==> src/logic/dph_pkg.sv <==
// Purpose: Shared constants for the packet header host controller
// Assumes: 100 MHz system clock, host-generated link clock
// Notes:   Parity masks list which header data bits feed each parity bit
package dph_pkg;

   ////////////////////////////////////////////////////////////////////////
   // Timing
   localparam int        CLK_NS      = 10;         // System clock period
   localparam int        LINK_NS     = 80;         // Link clock period
   localparam logic [2:0] PERIOD_CYC =
      3'((LINK_NS / CLK_NS) - 1);                   // Last divider count
   localparam logic [2:0] HALF_CYC   =
      3'(LINK_NS / (2 * CLK_NS));                   // Count of rising edge
   localparam logic [2:0] FALL_CYC   = 3'h0;        // Count of falling edge
   localparam logic [2:0] SAMPLE_CYC = 3'(HALF_CYC + 3'h2); // Rx sample

   ////////////////////////////////////////////////////////////////////////
   // Header layout
   localparam logic [5:0] HDR_BITS   = 6'h20;       // Header bit count
   localparam logic [5:0] HDR_LAST   = 6'h1f;       // Last header bit
   localparam int         VC_LSB     = 6;           // Channel field low bit
   localparam logic [1:0] VC_ZERO    = 2'h0;        // Channel forced for end-of-transmission
   localparam logic [1:0] PAD_BITS   = 2'h0;        // Check bits 7..6

   ////////////////////////////////////////////////////////////////////////
   // Host-to-device packet types
   localparam logic [5:0] DT_END_OF_TX       = 6'h08; // Short
   localparam logic [5:0] DT_WRITE_NOPARAM   = 6'h05; // Short
   localparam logic [5:0] DT_WRITE_ONEPARAM  = 6'h15; // Short
   localparam logic [5:0] DT_READ_NOPARAM    = 6'h06; // Short
   localparam logic [5:0] DT_SET_MAX_RETURN  = 6'h37; // Short
   localparam logic [5:0] DT_LONG_NULL       = 6'h09; // Long
   localparam logic [5:0] DT_LONG_WRITE      = 6'h39; // Long

   // Device-to-host packet types
   localparam logic [5:0] DT_ACK_ERR_REPORT  = 6'h02; // Short
   localparam logic [5:0] DT_LONG_READ_RESP  = 6'h1c; // Long
   localparam logic [5:0] DT_READ_RESP_ONE   = 6'h21; // Short
   localparam logic [5:0] DT_READ_RESP_TWO   = 6'h22; // Short

   ////////////////////////////////////////////////////////////////////////
   // Parity masks over header data bits 23..0
   localparam logic [23:0] PMASK5 = 24'heffc00;
   localparam logic [23:0] PMASK4 = 24'hdf03f0;
   localparam logic [23:0] PMASK3 = 24'hb8e38e;
   localparam logic [23:0] PMASK2 = 24'h749a6d;
   localparam logic [23:0] PMASK1 = 24'hf2555b;
   localparam logic [23:0] PMASK0 = 24'hf12cb7;

   // Transmit state machine
   typedef enum logic [1:0] {
      DPH_TX_IDLE = 2'b00,
      DPH_TX_WAIT = 2'b01,
      DPH_TX_SEND = 2'b10
   } dph_tx_e;

endpackage

==> src/logic/dph_ecc_if.sv <==
// Purpose: Carrier between the controller and a header check unit
// Assumes: Purely combinational check unit
// Notes:   One instance per direction
`timescale 1ns/1ns
interface dph_ecc_if;
   logic [23:0] data;        // Header data bits
   logic [7:0]  rx_check;    // Received check byte
   logic [7:0]  computed;    // Check byte computed from data
   logic [7:0]  syndrome;    // Computed xor received
   logic [23:0] fixed;       // Data after single-bit repair
   logic        single;      // Single bit repaired
   logic        multi;       // Uncorrectable error

   modport user (output data, rx_check,
                 input  computed, syndrome, fixed, single, multi);
   modport calc (input  data, rx_check,
                 output computed, syndrome, fixed, single, multi);
endinterface // dph_ecc_if

==> src/logic/dph_ecc.sv <==
// Purpose: Header check byte generation, syndrome and repair
// Assumes: Inputs stable within the cycle they are used
// Notes:   Single-bit signatures come from the parity mask columns
`timescale 1ns/1ns
module dph_ecc (
   // Check unit side
   dph_ecc_if.calc e
);

   ////////////////////////////////////////////////////////////////////////
   // Check byte generation
   assign e.computed = {dph_pkg::PAD_BITS,
                        ^(e.data & dph_pkg::PMASK5),
                        ^(e.data & dph_pkg::PMASK4),
                        ^(e.data & dph_pkg::PMASK3),
                        ^(e.data & dph_pkg::PMASK2),
                        ^(e.data & dph_pkg::PMASK1),
                        ^(e.data & dph_pkg::PMASK0)};

   // Syndrome of received header
   assign e.syndrome = e.computed ^ e.rx_check;

   ////////////////////////////////////////////////////////////////////////
   // Per-bit signature match and repair
   wire [23:0] hit;          // Syndrome names this bit

   for (genvar i = 0; i < 24; i++) begin : g_bit
      wire [7:0] sig = {dph_pkg::PAD_BITS,
                        dph_pkg::PMASK5[i], dph_pkg::PMASK4[i],
                        dph_pkg::PMASK3[i], dph_pkg::PMASK2[i],
                        dph_pkg::PMASK1[i], dph_pkg::PMASK0[i]};
      assign hit[i] = (e.syndrome == sig);
   end

   // Repair flips the one named bit; a single driver for the whole word
   assign e.fixed = e.data ^ hit;

   // Error classification
   assign e.single = |hit;
   assign e.multi  = (e.syndrome != 8'h00) && !(|hit);

endmodule // dph_ecc

==> src/logic/dph_host.sv <==
// Purpose: Host end of the packet header link: builds and sends headers,
//          receives and checks device headers
// Assumes: Device samples on rising link clock, drives on falling
// Notes:   Payload and footer of long packets are left to other logic
//
// Overview of operation
// - Bytes go bit zero first
// - Multi-byte fields low byte first
// - Every header is exactly four bytes
// - Short: identifier, two data, check byte
// - Long: identifier, length, check byte
// - Channel in bits 7-6, type below
// - End-of-transmission always sent on channel zero
// - One-byte information zeros second byte
// - Length counts payload bytes after header
// - Check covers identifier and two bytes
// - Check bits 7 and 6 zero
// - Parity bits 5 to 3 equations
// - Parity bits 2 to 0 equations
// - Short four bytes, long 6 to 65541
`timescale 1ns/1ns
module dph_host (
   // Clock and reset
   input  wire logic        clk,
   input  wire logic        rstn,
   // Transmit request
   input  wire logic        tx_valid,
   output logic             tx_ready,
   input  wire logic [1:0]  tx_vc,
   input  wire logic [5:0]  tx_type,
   input  wire logic [7:0]  tx_data0,
   input  wire logic [7:0]  tx_data1,
   // Link pins
   output logic             link_clk,
   output logic             link_frame,
   output logic             link_dout,
   input  wire logic        link_rx_frame,
   input  wire logic        link_din,
   // Received header
   output logic             rx_hdr_valid,
   output logic [1:0]       rx_vc,
   output logic [5:0]       rx_type,
   output logic [7:0]       rx_data0,
   output logic [7:0]       rx_data1,
   output logic [15:0]      rx_word_count,
   output logic             rx_long,
   output logic             rx_single_fixed,
   output logic             rx_multi_err,
   output logic             rx_no_check
);

   ////////////////////////////////////////////////////////////////////////
   // Link clock divider
   logic [2:0] div;          // Position in link clock period

   always_ff @(posedge clk or negedge rstn) begin
      if (!rstn) begin
         div <= 3'h0;
      end else begin
         div <= (div == dph_pkg::PERIOD_CYC) ? 3'h0 : div + 3'h1;
      end
   end

   // Clock high in second half; edge and sample points
   assign link_clk = (div >= dph_pkg::HALF_CYC);
   wire   fall_pt  = (div == dph_pkg::FALL_CYC);
   wire   samp_pt  = (div == dph_pkg::SAMPLE_CYC);

   ////////////////////////////////////////////////////////////////////////
   // Transmit header build
   dph_ecc_if tx_e ();       // Transmit check unit carrier
   dph_ecc    u_tx_ecc (.e(tx_e));

   wire is_eot   = (tx_type == dph_pkg::DT_END_OF_TX);
   wire one_byte = (tx_type == dph_pkg::DT_WRITE_NOPARAM) ||
                   (tx_type == dph_pkg::DT_READ_NOPARAM);
   wire [1:0] tx_vc_eff  = is_eot ? dph_pkg::VC_ZERO : tx_vc;
   wire [7:0] tx_d1_eff  = one_byte ? 8'h00 : tx_data1;
   wire [7:0] tx_ident   = {tx_vc_eff, tx_type};
   assign tx_e.data      = {tx_d1_eff, tx_data0, tx_ident};
   assign tx_e.rx_check  = 8'h00;

   ////////////////////////////////////////////////////////////////////////
   // Transmit sequencer
   dph_pkg::dph_tx_e tx_st;  // Transmit state
   logic [31:0] tx_hdr;      // Held header
   logic [31:0] tx_sh;       // Shift register
   logic [5:0]  tx_bits;     // Bits sent

   assign tx_ready = (tx_st == dph_pkg::DPH_TX_IDLE);
   wire   tx_take  = tx_valid && tx_ready;

   // Load, then one bit per falling link edge, low bit first
   always_ff @(posedge clk or negedge rstn) begin
      if (!rstn) begin
         tx_st      <= dph_pkg::DPH_TX_IDLE;
         tx_hdr     <= 32'h0;
         tx_sh      <= 32'h0;
         tx_bits    <= 6'h0;
         link_frame <= 1'b0;
         link_dout  <= 1'b0;
      end else begin
         unique case (tx_st)
            dph_pkg::DPH_TX_IDLE: begin
               if (tx_take) begin
                  // Identifier, data, check byte order
                  tx_hdr <= {tx_e.computed,
                             tx_e.data};
                  tx_st  <= dph_pkg::DPH_TX_WAIT;
               end
            end
            dph_pkg::DPH_TX_WAIT: begin
               if (fall_pt) begin
                  link_frame <= 1'b1;
                  link_dout  <= tx_hdr[0];
                  tx_sh      <= tx_hdr >> 1;
                  tx_bits    <= 6'h1;
                  tx_st      <= dph_pkg::DPH_TX_SEND;
               end
            end
            dph_pkg::DPH_TX_SEND: begin
               if (fall_pt) begin
                  if (tx_bits == dph_pkg::HDR_BITS) begin
                     // Header complete
                     link_frame <= 1'b0;
                     link_dout  <= 1'b0;
                     tx_st      <= dph_pkg::DPH_TX_IDLE;
                  end else begin
                     link_dout  <= tx_sh[0];
                     tx_sh      <= tx_sh >> 1;
                     tx_bits    <= tx_bits + 6'h1;
                  end
               end
            end
            default: begin
               tx_st <= dph_pkg::DPH_TX_IDLE;
            end
         endcase
      end
   end

   ////////////////////////////////////////////////////////////////////////
   // Receive pin synchronisers
   logic [1:0] din_q;        // Data synchroniser
   logic [1:0] frm_q;        // Frame synchroniser

   always_ff @(posedge clk or negedge rstn) begin
      if (!rstn) begin
         din_q <= 2'b00;
         frm_q <= 2'b00;
      end else begin
         din_q <= {din_q[0], link_din};
         frm_q <= {frm_q[0], link_rx_frame};
      end
   end

   ////////////////////////////////////////////////////////////////////////
   // Receive shifter; bits past the header are not taken
   logic [31:0] rx_sh;       // Received header bits
   logic [5:0]  rx_bits;     // Bits received this frame
   logic        rx_done;     // Header complete pulse

   always_ff @(posedge clk or negedge rstn) begin
      if (!rstn) begin
         rx_sh   <= 32'h0;
         rx_bits <= 6'h0;
         rx_done <= 1'b0;
      end else begin
         rx_done <= 1'b0;
         if (!frm_q[1]) begin
            rx_bits <= 6'h0;
         end else if (samp_pt && rx_bits != dph_pkg::HDR_BITS) begin
            rx_sh   <= {din_q[1], rx_sh[31:1]};
            rx_bits <= rx_bits + 6'h1;
            rx_done <= (rx_bits == dph_pkg::HDR_LAST);
         end
      end
   end

   ////////////////////////////////////////////////////////////////////////
   // Receive check and decode
   dph_ecc_if rx_e ();       // Receive check unit carrier
   dph_ecc    u_rx_ecc (.e(rx_e));

   assign rx_e.data     = rx_sh[23:0];
   assign rx_e.rx_check = rx_sh[31:24];

   wire [5:0] rx_dt    = rx_e.fixed[5:0];
   wire       dt_short = (rx_dt == dph_pkg::DT_ACK_ERR_REPORT) ||
                         (rx_dt == dph_pkg::DT_READ_RESP_ONE) ||
                         (rx_dt == dph_pkg::DT_READ_RESP_TWO);
   wire       dt_long  = (rx_dt == dph_pkg::DT_LONG_READ_RESP);
   wire       dt_known = dt_short || dt_long;

   // Decoded header presented the cycle after completion
   always_ff @(posedge clk or negedge rstn) begin
      if (!rstn) begin
         rx_hdr_valid    <= 1'b0;
         rx_vc           <= 2'h0;
         rx_type         <= 6'h0;
         rx_data0        <= 8'h0;
         rx_data1        <= 8'h0;
         rx_word_count   <= 16'h0;
         rx_long         <= 1'b0;
         rx_single_fixed <= 1'b0;
         rx_multi_err    <= 1'b0;
         rx_no_check     <= 1'b0;
      end else begin
         rx_hdr_valid <= rx_done && dt_known;
         if (rx_done && dt_known) begin
            rx_vc           <= rx_e.fixed[7:dph_pkg::VC_LSB];
            rx_type         <= rx_dt;
            rx_data0        <= rx_e.fixed[15:8];
            rx_data1        <= rx_e.fixed[23:16];
            rx_word_count   <= rx_e.fixed[23:8];
            rx_long         <= dt_long;
            rx_single_fixed <= rx_e.single;
            rx_multi_err    <= rx_e.multi;
            rx_no_check     <= (rx_e.rx_check == 8'h00);
         end
      end
   end
endmodule // dph_host

==> config.mk <==
export PLATFORM = sky130hd
export DESIGN_NAME = dph_host
export DESIGN_NICKNAME = d
export VERILOG_FILES = /design/src/logic/dph_pkg.sv /design/src/logic/dph_ecc_if.sv /design/src/logic/dph_ecc.sv /design/src/logic/dph_host.sv
export SDC_FILE = /design/constraint.sdc
export NUM_CORES = 1
export LEC_CHECK = 0
export ABC_AREA = 0
export BUFFER_PORTS_ARGS = -buffer_cell sky130_fd_sc_hd__buf_2
export CAP_MARGIN = 20
export CORE_MARGIN = 5
export CORE_UTILIZATION = 35
export DETAILED_ROUTE_END_ITERATION = 16
export SETUP_SLACK_MARGIN = 0.02
export SLEW_MARGIN = 10
export SYNTH_ARGS = -nofsm -noshare
export SYNTH_HDL_FRONTEND = slang
export SYNTH_SLANG_ARGS = --single-unit
==> constraint.sdc <==
create_clock -name clk -period 4.4 [get_ports clk]
set_clock_uncertainty 0.1 [all_clocks]
set_input_delay 0.22 -clock clk [delete_from_list [all_inputs] [get_ports clk]]
set_output_delay 0.22 -clock clk [all_outputs]
set_load 0.03 [all_outputs]
**After elaboration in Yosys (flattened, before gate mapping)**

Index checks and enable logic that the tools add are counted.
Widths: inputs -> output; s select.

- Register bits after elaboration: 163
- Memories kept: 0
- Memory bits (read-only): 0
- Logic and storage cells: 133
- Bits in latches: 0
- RAM bits: 0

- Bitwise logic cells: 2
- Equality and inequality tests: 44
- Add/subtract/negate cells: 3
- $lt $le $gt $ge: 1
- Reductions and logical operators: 33
- Divide/modulo/power cells: 0
- Multipliers: 0
- Mux-type cells: 28
- Shifts and indexed selects: 0

Operator list:

| cell | count |
|---|---|
| $reduce_xor 24->1 | 12 |
| $eq 8x6->1 const B | 13 |
| $mux 32 | 3 |
| $pmux 32 s2 | 1 |
| $eq 8x5->1 const B | 7 |
| $mux 6 | 5 |
| $eq 8x4->1 const B | 3 |
| $reduce_or 24->1 | 1 |
| $xor 24x24->24 | 1 |
| $eq 6x6->1 const B | 3 |
| $add 6x1->6 const B | 2 |
| $eq 6x3->1 const B | 2 |
| $eq 6x5->1 const B | 2 |
| $pmux 6 s2 | 1 |
| $reduce_and 4->1 | 3 |
| $mux 2 | 5 |
| $eq 8x3->1 const B | 1 |
| $logic_not 8->1 | 1 |
| $mux 1 | 8 |
| $mux 8 | 1 |
| $ne 2x2->1 const B | 4 |
| $reduce_bool 8->1 | 1 |
| $xor 6x8->8 | 1 |
| $eq 3x3->1 const B | 2 |
| other kinds (19) | 28 |

**Logic depth before layout (Yosys ltp)**

Gate-level depths: netlist of the first run.

- Word-level depth: 9
- Gate-level depth with buffers: 13
- Depth with buffers taken out: 10

**Hierarchy**

A second synthesis of the first run with hierarchy kept.

- Cells, all modules: 804
- Area total of the unflattened synthesis: 9327.7 sq um

Modules (own cells, without submodules):

| module | cells an instance | area an instance (sq um) | instances |
|---|---|---|---|
| dph_host | 490 | 6472.5 | 1 |
| dph_ecc | 157 | 1427.6 | 2 |

**Worst setup path after synthesis of the first run**

No wires, ideal clock.

- Kind: register to register
- From: reg rx_sh[5]
- To: reg rx_data0[0]
- Stages on the path, launching flop included: 13
- Slack: 0.655 ns
- Buffers on the path: 3
- Data required time: 4.175 ns
- Data arrival time: 3.520 ns
- Library setup time: 0.125 ns
- Path through: dfrtp_1 -> buf_4 -> xnor3_1 -> xnor3_1 -> nor2_1 -> mux2i_2 -> a2111oi_4 -> xor2_2 -> or4_4 -> and2_1 -> buf_6 -> buf_6 -> mux2_4

- Word-level cells in the longest chain between the ends: 9
- Elaborated cells on any way between the ends: 20
- Classes of those cells: 11 x eq/ne; 2 x bitwise; 7 x reduce/logical

RTL lines:

| item | line | RTL |
|---|---|---|
| from (decl) | dph_host.sv:159 | `logic [31:0] rx_sh;` |
| from (signal assigned) | dph_host.sv:173 | `rx_sh <= {din_q[1], rx_sh[31:1]};` |
| $reduce_xor 24->1, on equally long branches | dph_ecc.sv:18, dph_ecc.sv:14, dph_ecc.sv:16 |  |
| $xor 6x8->8 | dph_ecc.sv:21 | `assign e.syndrome = e.computed ^ e.rx_check;` |
| $eq 8x3->1, or another cell as far along | dph_ecc.sv:32 | `assign hit[i] = (e.syndrome == sig);` |
| $xor 24x24->24 * | dph_ecc.sv:36 | `assign e.fixed = e.data ^ hit;` |
| $eq 6x2->1 / $eq 6x6->1 (equally long branches) | dph_host.sv:189, dph_host.sv:190 |  |
| $logic_or 1x1->1 | dph_host.sv:189 | `wire dt_short = (rx_dt == dph_pkg::DT_ACK_ERR_REPORT) \|\|` |
| $logic_or 1x1->1 | dph_host.sv:190 | `(rx_dt == dph_pkg::DT_READ_RESP_ONE) \|\|` |
| $logic_or 1x1->1 | dph_host.sv:193 | `wire dt_known = dt_short \|\| dt_long;` |
| $logic_and 1x1->1 | dph_host.sv:210 | `if (rx_done && dt_known) begin` |
| to (signal assigned) | dph_host.sv:213 | `rx_data0 <= rx_e.fixed[15:8];` |
| to (decl) | dph_host.sv:43 | `output logic [7:0] rx_data0,` |

Every way passes the cells marked *; elsewhere a longest branch is shown, timed or not.
A chain may end at the register's enable or synchronous reset.

**Worst setup path after layout of the first run**

- From: reg rx_sh[0]
- To: reg rx_data1[0]

- Word-level cells in the longest chain between the ends: 9
- Elaborated cells on any way between the ends: 20
- Classes of those cells: 11 x eq/ne; 2 x bitwise; 7 x reduce/logical

RTL lines:

| item | line | RTL |
|---|---|---|
| $reduce_xor 24->1, on equally long branches | dph_ecc.sv:18, dph_ecc.sv:16, dph_ecc.sv:17 |  |
| $xor 6x8->8 | dph_ecc.sv:21 |  |
| $eq 8x3->1, or another cell as far along | dph_ecc.sv:32 |  |
| $xor 24x24->24 * | dph_ecc.sv:36 |  |
| $eq 6x2->1 / $eq 6x6->1 (equally long branches) | dph_host.sv:189, dph_host.sv:190 |  |
| $logic_or 1x1->1 | dph_host.sv:189 |  |
| $logic_or 1x1->1 | dph_host.sv:190 |  |
| $logic_or 1x1->1 | dph_host.sv:193 |  |
| $logic_and 1x1->1 | dph_host.sv:210 |  |
| to (signal assigned) | dph_host.sv:214 | `rx_data1 <= rx_e.fixed[23:16];` |
| to (decl) | dph_host.sv:44 | `output logic [7:0] rx_data1,` |

Marks and branches as above.

==> results of run 1 <==
synth_stat cells (4+ instances only):
master                       n
sky130_fd_sc_hd__clkbuf_1   22
sky130_fd_sc_hd__o21a_1      5
sky130_fd_sc_hd__mux2_2     42
sky130_fd_sc_hd__xnor2_2     5
sky130_fd_sc_hd__a31oi_1     4
sky130_fd_sc_hd__mux2i_1    35
sky130_fd_sc_hd__xnor3_1    11
sky130_fd_sc_hd__nor4_1      5
sky130_fd_sc_hd__o21ai_0    27
sky130_fd_sc_hd__nor2_1     61
sky130_fd_sc_hd__ha_1       14
sky130_fd_sc_hd__mux2_4     18
sky130_fd_sc_hd__nand2b_1    5
sky130_fd_sc_hd__buf_4      17
sky130_fd_sc_hd__a21oi_1    41
sky130_fd_sc_hd__a22o_1      5
sky130_fd_sc_hd__and2_1      9
sky130_fd_sc_hd__inv_1      16
sky130_fd_sc_hd__xor2_1     31
sky130_fd_sc_hd__or4_1       6
sky130_fd_sc_hd__nand2_1    56
sky130_fd_sc_hd__nor3_1      6
sky130_fd_sc_hd__xnor2_1    74
sky130_fd_sc_hd__dfrtp_1   144
sky130_fd_sc_hd__nand4_1     4
sky130_fd_sc_hd__mux2_1      4
sky130_fd_sc_hd__nand3_1     9
state kept, by name, indices dropped and copies added (netlist names), 2 cells and up:
register / count
rx_sh: 32
tx_hdr: 30
tx_sh: 29
rx_data1: 8
rx_data0: 7
rx_bits: 6
rx_type: 6
tx_bits: 6
div: 3
din_q: 2
frm_q: 2
rx_vc: 2
tx_st: 2
routing by layer:
metal  global-route usage, %  wire length [um]
met5                       0                 0
met4                    4.11               201
met2                    19.9              7270
met3                    3.37               853
met1                    17.7              7750
logic make-up (layout without fill, tap and decap cells):
logic type	after synthesis	in the layout	synth area share, %
xor+xnor	124	124	16.3
fa+ha+maj	14	14	2.18
compound gates	101	101	7.79
flops	144	144	44.8
mux	100	100	14.3
buf+inv	66	149	4.24
simple gates	178	178	10.3
repair_timing:
action	CTS	global route
resized for setup	0	1
hold buffers	16	0
hold endpoints to repair	79	0
endpoints found under the setup margin	0	5
cell type report:
class	instances	area [um2]	share of cell area (%)
repair buffers	103	631	6.77
flip-flops and latches	144	3600	38.7
clock inverters	10	115	1.24
multi-input cells	517	4110	44.1
clock buffers	20	447	4.79
inverters	16	60.1	0.644
well taps	285	357	3.83
worst max-delay path: stages, from the launching register on:
cell                        delay (ns)
sky130_fd_sc_hd__dfrtp_1          0.57
sky130_fd_sc_hd__xnor3_1          0.51
sky130_fd_sc_hd__xnor3_1          0.43
sky130_fd_sc_hd__nor2_1           0.28
sky130_fd_sc_hd__mux2i_2          0.22
sky130_fd_sc_hd__a2111oi_4        0.37
sky130_fd_sc_hd__xor2_2           0.15
sky130_fd_sc_hd__o21ai_0          0.18
sky130_fd_sc_hd__a311o_1          0.32
sky130_fd_sc_hd__and2_1           0.18
sky130_fd_sc_hd__buf_6            0.28
sky130_fd_sc_hd__mux2_1           0.37
power by group:
group / internal, mW / switching [mW] / leakage [nW]
sequential: 1.61 / 0.168 / 1.87
combinational: 0.387 / 0.407 / 2.47
clock: 0.841 / 0.543 / 0.268
through the flow:
stage | setup slack [ns] | power [mW] | utilization, %
finish | 0.307 | 3.96 | 41.2
global route | 0.0684 | 4.22 | 41.2
CTS | 0.241 | 4.02 | 41.1
detailed placement | 0.262 | 2.60 | 38.0
global placement | 0.380 | 2.58 | 38.0
floorplan | 0.655 | 2.39 | -
final timing paths:
check                                      from  slack (ns)                 endpoint
setup / recovery           rx_sh[0]$_DFFE_PN0P_        0.31  rx_data1[0]$_DFFE_PN0P_
hold / removal                      tx_data0[5]        0.03   tx_hdr[13]$_DFFE_PN0P_
setup reg to reg           rx_sh[0]$_DFFE_PN0P_        0.31  rx_data1[0]$_DFFE_PN0P_
hold reg to reg              frm_q[0]$_DFF_PN0_        0.25       frm_q[1]$_DFF_PN0_
max in group asynchronous                  rstn        2.98    tx_sh[11]$_DFFE_PN0P_
min in group asynchronous                  rstn        0.26   rx_type[3]$_DFFE_PN0P_
==> summary.md, run 1 <==
| Metric | Value |
|---|---|
| Outcome | `finished, final reports clean` |
| First-iteration detailed-routing DRC count | `around 310` |
| Global placement routability congestion | `0.936` |
| Number of ports placed on the die boundary | `78` |
| Number of buffer cells added on primary ports | `77` |
| Number of register bits inferred by synthesis | `approximately 140` |
| Post-layout net count | `842` |
| Non-filler cells in the finished layout | `1095` |
| Number of inserted filler cells in the final layout | `between 2000 and 2500` |
| Leading cell type in the layout, fill and taps excluded | `sky130_fd_sc_hd__dfrtp_1` |
| Max-cap violations | `0` |
| Total cell area at the placement stage | `~8600 um2` |
| Worst Hold Depth | `2` |
| Largest fanout on the critical path | `25` |
| Clock-pin transition on the worst setup and hold timing paths | `0.06 ns` |
| Hold_ws | `0.0257 ns` |
| # H-tree levels | `4` |
| Count of endpoints failing hold in the final timing report | `0` |
| Sequential cell area fraction in the yosys report | `roughly 45%` |
| Initial core utilization | `a little over a third` |
| Count of mapped cells out of synthesis | `about 730` |
| Leakage component of the power | `~4.6 nW` |
| Pin count of the biggest net entering global routing | `67` |
| Number of nets with antenna violations after routing | `0` |
| CP Data Required Time | `between 4 and 5 ns` |
| Clock sinks | `between 100 and 150` |
| Fmax | `between 200 and 250 MHz` |
| Overall overflow remaining after global route | `0` |
| Detailed placer's ending HPWL | `11700 um` |
| Summed area of non-filler cells in the final layout | `9320 um2` |
| Unique masters post-synth | `56` |
| Category of the most critical setup path | `reg -> reg` |
| Setup fix buffers added after clock tree synthesis | `0` |
| Number of synthesized flops with an enable pin | `0` |
| Yosys top cell area share | `between 40 and 50%` |
| Initial antenna violation count | `0` |
| Depth of the most critical reg-to-reg path | `11` |
| First-pass GRT wire length | `between 20000 and 30000 um` |
| Total of warnings raised by yosys | `0` |
| Hold/Removal Path Class | `in -> reg` |
| Mean Syn Cell Area | `around 11 um2` |
| DRC violations left | `0` |
| Share of cells above drive strength 1 | `a little under a quarter` |
| Clk Latency, worst-skew pair | `0.42 ns` |
| Antenna Diode Count | `0` |
| Die outline width | `between 150 and 200 um` |
| DR vias | `~5300` |
| Kind of launch point of the worst setup path | `flop` |
| Post-synthesis async set-or-reset flop share | `100%` |
| Post-route minimum period | `4.09 ns` |
| Length of the first detailed-routing pass in iterations | `6` |
| Setup Total Neg Slack | `0 ns` |
| Cell types with the largest area share after synthesis | `sky130_fd_sc_hd__dfrtp_1 45%, sky130_fd_sc_hd__xnor2_1 8.1%, sky130_fd_sc_hd__mux2_2 5.9%` |
| Dominant register cell in the synthesized netlist | `sky130_fd_sc_hd__dfrtp_1` |
| Cell at the root of the clock tree | `sky130_fd_sc_hd__clkbuf_16` |
| Cell area after synthesis | `between 8000 and 9000 um2` |
| Part of the cycle the worst path needs | `between 90% and 100%` |
| CTS tree | `yes` |
| Most used cells in the layout excluding fill and tap cells | `144 x sky130_fd_sc_hd__dfrtp_1, 76 x sky130_fd_sc_hd__buf_2, 74 x sky130_fd_sc_hd__xnor2_1` |
| Buffers from clock root to sink, at most | `2` |
| Category of the worst setup path capture point | `flop` |
| Die footprint | `26100 um2` |
| Placed instance count | `around 1000` |
| Vert. Die Dim | `around 160 um` |
| Routed len/inst | `between 10 and 15 um` |
| Vias per std cell | `roughly 4.8` |
| IR drop worst, VDD | `~230 uV` |
| Number of core rows | `55` |
| Actual slew at the worst max-slew pin | `1.09 ns` |
| Max-slew headroom at the worst pin | `around 27%` |
| Count of final setup violators | `0` |
| Area growth syn-to-layout | `16.0%` |
| CTS buffer count | `17` |
| Number of nets in the synthesized netlist | `between 700 and 800` |
| Crit path arrival time | `around 4.3 ns` |
| Synth area leader | `sky130_fd_sc_hd__dfrtp_1` |
| Core box area | `~23000 um2` |
| Unrepaired setup endpoints after global routing | `false` |
| Number of max-slew violations in the final report | `0` |
| Vias in the first global route | `approximately 5300` |
| Power density over the cells | `about 420 nW/um2` |
| Total wire length after detailed routing | `roughly 16000 um` |
| All-Layer GR Usage | `12.9%` |
Note: power is estimated with default switching activity, not from simulation.
==> inputs of run 2 (changes only) <==
--- a/config.mk
+++ b/config.mk
@@ -5,7 +5,7 @@
 export SDC_FILE = /design/constraint.sdc
 export NUM_CORES = 1
 export LEC_CHECK = 0
-export ABC_AREA = 0
+export ABC_AREA = 1
 export BUFFER_PORTS_ARGS = -buffer_cell sky130_fd_sc_hd__buf_2
 export CAP_MARGIN = 20
 export CORE_MARGIN = 5
==> run 2 against run 1 <==
Effect of this change: total power is 22% lower; sequential share of layout area is 3.0 points lower; worst hold slack worse by 0.013 ns.
==> summary.md, run 2 <==
| Metric | Value |
|---|---|
| Count of final setup violators | `0 (unchanged)` |
| Total wire length after detailed routing | `20100 um (was 16100 um)` |
| Reg-to-Reg Start | `rx_sh[5]$_DFFE_PN0P_ (was rx_sh[0]$_DFFE_PN0P_)` |
| Power density over the cells | `307 nW/um2 (was 425 nW/um2)` |
| Count of mapped cells out of synthesis | `1166 (was 727)` |
| Clock-pin transition on the worst setup and hold timing paths | `0.06 ns (about the same)` |
| Post-synthesis async set-or-reset flop share | `100% (unchanged)` |
| First-pass GRT wire length | `34200 um (was 27300 um)` |
| CTS buffer count | `17 (unchanged)` |
| Sequential cell area fraction in the yosys report | `40.9% (was 44.8%)` |
| # H-tree levels | `4 (unchanged)` |
| Area growth syn-to-layout | `14.8% (was 16.0%)` |
| Post-route minimum period | `3.51 ns (was 4.09 ns)` |
| Share of cells above drive strength 1 | `16.8% (was 24.0%)` |
| Number of flip-flops under the largest register name | `32 (unchanged)` |
| Length of the first detailed-routing pass in iterations | `7 (was 6)` |
| Synth area leader | `sky130_fd_sc_hd__dfrtp_1 (unchanged)` |
| Core box area | `25000 um2 (was 22600 um2)` |
| Buffers from clock root to sink, at most | `2 (unchanged)` |
| Setup fix buffers added after clock tree synthesis | `0 (unchanged)` |
| Register-to-Register Setup Slack | `0.89 ns (was 0.31 ns)` |
| Category of the most critical setup path | `reg -> reg (unchanged)` |
| Actual slew at the worst max-slew pin | `0.969 ns (was 1.09 ns)` |
| Unique masters post-synth | `39 (was 56)` |
| Hold_ws | `0.0127 ns (was 0.0257 ns)` |
| Number of nets with antenna violations after routing | `0 (unchanged)` |
| Worst setup path startpoint | `rx_sh[5]$_DFFE_PN0P_ (was rx_sh[0]$_DFFE_PN0P_)` |
| Category of the worst setup path capture point | `flop (unchanged)` |
| Critical hold path startpoint | `tx_data0[5] (unchanged)` |
| DR vias | `7364 (was 5304)` |
| Final worst-path setup slack | `0.889 ns (was 0.307 ns)` |
| Number of nets in the synthesized netlist | `1209 (was 770)` |
| Cell at the root of the clock tree | `sky130_fd_sc_hd__clkbuf_16 (unchanged)` |
| Vias per std cell | `4.71 (was 4.84)` |
| Largest fanout on the critical path | `29 (was 25)` |
| Count of endpoints failing hold in the final timing report | `0 (unchanged)` |
| Depth of the most critical reg-to-reg path | `20 (was 11)` |
| Detailed placer's ending HPWL | `14700 um (was 11700 um)` |
| Most used cells in the layout excluding fill and tap cells | `383 x sky130_fd_sc_hd__nand2_1, 144 x sky130_fd_sc_hd__dfrtp_1, 99 x sky130_fd_sc_hd__o21ai_0 (was 144 x sky130_fd_sc_hd__dfrtp_1, 76 x sky130_fd_sc_hd__buf_2, 74 x sky130_fd_sc_hd__xnor2_1)` |
| Initial core utilization | `35.3% (was 35.5%)` |
| Summed area of non-filler cells in the final layout | `10100 um2 (was 9320 um2)` |
| Part of the cycle the worst path needs | `79.8% (was 93.0%)` |
| Capture point of the critical path | `rx_data0[2]$_DFFE_PN0P_ (was rx_data1[0]$_DFFE_PN0P_)` |
| IR drop worst, VDD | `222 uV (was 235 uV)` |
| Number of inserted filler cells in the final layout | `2543 (was 2174)` |
| Post-layout net count | `1265 (was 842)` |
| Vert. Die Dim | `169 um (was 162 um)` |
| Number of ports placed on the die boundary | `78 (unchanged)` |
| Number of max-slew violations in the final report | `0 (unchanged)` |
| Pin count of the biggest net entering global routing | `105 (was 67)` |
| R2R Path End | `rx_data0[2]$_DFFE_PN0P_ (was rx_data1[0]$_DFFE_PN0P_)` |
| Routed len/inst | `12.8 um (was 14.7 um)` |
| Crit path arrival time | `3.72 ns (was 4.29 ns)` |
| Antenna Diode Count | `0 (unchanged)` |
| Top Registers | `rx_sh (32), tx_hdr (30), tx_sh (29) (unchanged)` |
| Total of warnings raised by yosys | `0 (unchanged)` |
| Kind of launch point of the worst setup path | `flop (unchanged)` |
| CP Data Required Time | `4.61 ns (was 4.60 ns)` |
| Die footprint | `28400 um2 (was 26100 um2)` |
| Top post-synthesis cells by count | `383 x sky130_fd_sc_hd__nand2_1, 144 x sky130_fd_sc_hd__dfrtp_1, 99 x sky130_fd_sc_hd__o21ai_0 (was 144 x sky130_fd_sc_hd__dfrtp_1, 74 x sky130_fd_sc_hd__xnor2_1, 61 x sky130_fd_sc_hd__nor2_1)` |
| Cell area after synthesis | `8800 um2 (was 8040 um2)` |
| Max-cap violations | `0 (unchanged)` |
| Count leader, synth | `sky130_fd_sc_hd__nand2_1 (was sky130_fd_sc_hd__dfrtp_1)` |
| Leakage component of the power | `5.37 nW (was 4.60 nW)` |
| Number of core rows | `58 (was 55)` |
| Overall overflow remaining after global route | `0 (unchanged)` |
| Cell types with the largest area share after synthesis | `sky130_fd_sc_hd__dfrtp_1 41%, sky130_fd_sc_hd__nand2_1 16%, sky130_fd_sc_hd__o21ai_0 5.6% (was sky130_fd_sc_hd__dfrtp_1 45%, sky130_fd_sc_hd__xnor2_1 8.1%, sky130_fd_sc_hd__mux2_2 5.9%)` |
| Initial antenna violation count | `0 (unchanged)` |
| Clock sinks | `144 (unchanged)` |
| CTS tree | `yes (unchanged)` |
| Setup Total Neg Slack | `0 ns (unchanged)` |
| Outcome | `finished, final reports clean (unchanged)` |
| First-iteration detailed-routing DRC count | `470 (was 311)` |
| All-Layer GR Usage | `14.6% (was 12.9%)` |
| Total cell area at the placement stage | `9370 um2 (was 8590 um2)` |
| Max-slew headroom at the worst pin | `35.4% (was 27.1%)` |
| Number of register bits inferred by synthesis | `144 (unchanged)` |
| Vias in the first global route | `7014 (was 5299)` |
| Yosys top cell area share | `40.9% (was 44.8%)` |
| Leading cell type in the layout, fill and taps excluded | `sky130_fd_sc_hd__nand2_1 (was sky130_fd_sc_hd__dfrtp_1)` |
| Post-Place Worst Slack | `0.903 ns (was 0.262 ns)` |
| Hold/Removal Path Class | `in -> reg (unchanged)` |
| Global placement routability congestion | `0.872 (was 0.936)` |
| Number of synthesized flops with an enable pin | `0 (unchanged)` |
| Die outline width | `169 um (was 162 um)` |
| Largest reg by FF count | `rx_sh (unchanged)` |
| Clk Latency, worst-skew pair | `0.43 ns (was 0.42 ns)` |
| Number of buffer cells added on primary ports | `77 (unchanged)` |
| Mean Syn Cell Area | `7.55 um2 (was 11.1 um2)` |
| Unrepaired setup endpoints after global routing | `false (unchanged)` |
| Dominant register cell in the synthesized netlist | `sky130_fd_sc_hd__dfrtp_1 (unchanged)` |
| Fmax | `285 MHz (was 244 MHz)` |
| DRC violations left | `0 (unchanged)` |
## run 2: changes by cell type after synthesis, moves of 24 or more
cell / delta
sky130_fd_sc_hd__a21oi_1: -31
sky130_fd_sc_hd__inv_1: +79
sky130_fd_sc_hd__inv_2: +24
sky130_fd_sc_hd__mux2_2: -35
sky130_fd_sc_hd__mux2i_1: -35
sky130_fd_sc_hd__nand2_1: +327
sky130_fd_sc_hd__nand2_2: +28
sky130_fd_sc_hd__nand3_1: +82
sky130_fd_sc_hd__o211ai_1: +27
sky130_fd_sc_hd__o21ai_0: +72
sky130_fd_sc_hd__xnor2_1: -49
## run 2: logic make-up (layout without fill, tap and decap cells)
kind of cell,count (synthesis),count (layout),share of synthesized area [%]
AOI/OAI and AO/OA,143,143,9.03
muxes,7,7,0.895
adders and majority gates,14,14,1.99
buffers and inverters,177,246,8.74
xor gates and xnor gates,75,75,7.46
DFF,144,144,40.9
and+or+nand+nor,606,606,31.0
## run 2: worst min-delay path by stage
| stage | endpoint | slack (ns) | depth (start not counted) |
|---|---|---|---|
| after detailed placement | din_q[0]$_DFF_PN0_ | 0.23 | 1 |
| after floorplan | din_q[0]$_DFF_PN0_ | -0.18 | 0 |
| after CTS | tx_hdr[13]$_DFFE_PN0P_ | 0.0006 | 3 |
| after global routing | tx_hdr[13]$_DFFE_PN0P_ | 0.009 | 3 |
| final | tx_hdr[13]$_DFFE_PN0P_ | 0.01 | 3 |
| after global placement | frm_q[0]$_DFF_PN0_ | 0.23 | 1 |
## run 2: layout make-up
type	instances	area, um2	area share (%)
clock buffers	17	425	4.21
clock inverters	15	195	1.93
multi-input cells	845	4450	44.0
repair buffers	93	559	5.53
well taps	330	413	4.09
flip-flops and latches	144	3600	35.7
inverters	121	459	4.54
## run 2: metal layers
metal / part of all wire, % / vias up / global-route usage [%]
li1: - / 3794 / -
met1: 48 / 3392 / 19.7
met2: 45 / 166 / 23.3
met3: 5.0 / 12 / 3.50
met4: 1.2 / 0 / 4.30
met5: 0 / - / 0
## run 2: metrics by stage
stage	power (mW)	utilization [%]	cells
finish	3.10	40.5	1565
global placement	1.58	37.4	1521
global route	3.23	40.5	1565
CTS	3.15	40.5	1565
floorplan	1.50	-	1166
detailed placement	1.58	37.6	1522
## run 2: worst max-delay path: stages (launching register included)
cell	delay [ns]
sky130_fd_sc_hd__dfrtp_1	0.48
sky130_fd_sc_hd__inv_2	0.16
sky130_fd_sc_hd__nand2_1	0.06
sky130_fd_sc_hd__nand2_1	0.12
sky130_fd_sc_hd__nand2_1	0.11
sky130_fd_sc_hd__nand2_1	0.12
sky130_fd_sc_hd__nand2_1	0.08
sky130_fd_sc_hd__nand3_1	0.12
sky130_fd_sc_hd__nand2_1	0.08
sky130_fd_sc_hd__nand2_2	0.11
sky130_fd_sc_hd__nand2_4	0.12
sky130_fd_sc_hd__nor2_8	0.15
sky130_fd_sc_hd__nand3_1	0.11
sky130_fd_sc_hd__nand2_1	0.07
sky130_fd_sc_hd__nand2_1	0.08
sky130_fd_sc_hd__nor2_1	0.14
sky130_fd_sc_hd__nand3_2	0.12
sky130_fd_sc_hd__nand2_4	0.24
sky130_fd_sc_hd__nand2_2	0.51
sky130_fd_sc_hd__nand2_1	0.21
sky130_fd_sc_hd__nand2_1	0.07
## run 2: repair_timing
item / CTS / global route
hold endpoints to repair: 113 / 0
gates resized for setup: 0 / 0
hold buffers: 11 / 0
## run 2: power breakdown
part | switching, mW | internal (mW) | leakage, nW
Clock | 0.633 | 0.911 | 0.308
Sequential | 0.00461 | 1.33 | 1.97
Combinational | 0.138 | 0.0876 | 3.09
Total | 0.775 | 2.33 | 5.37
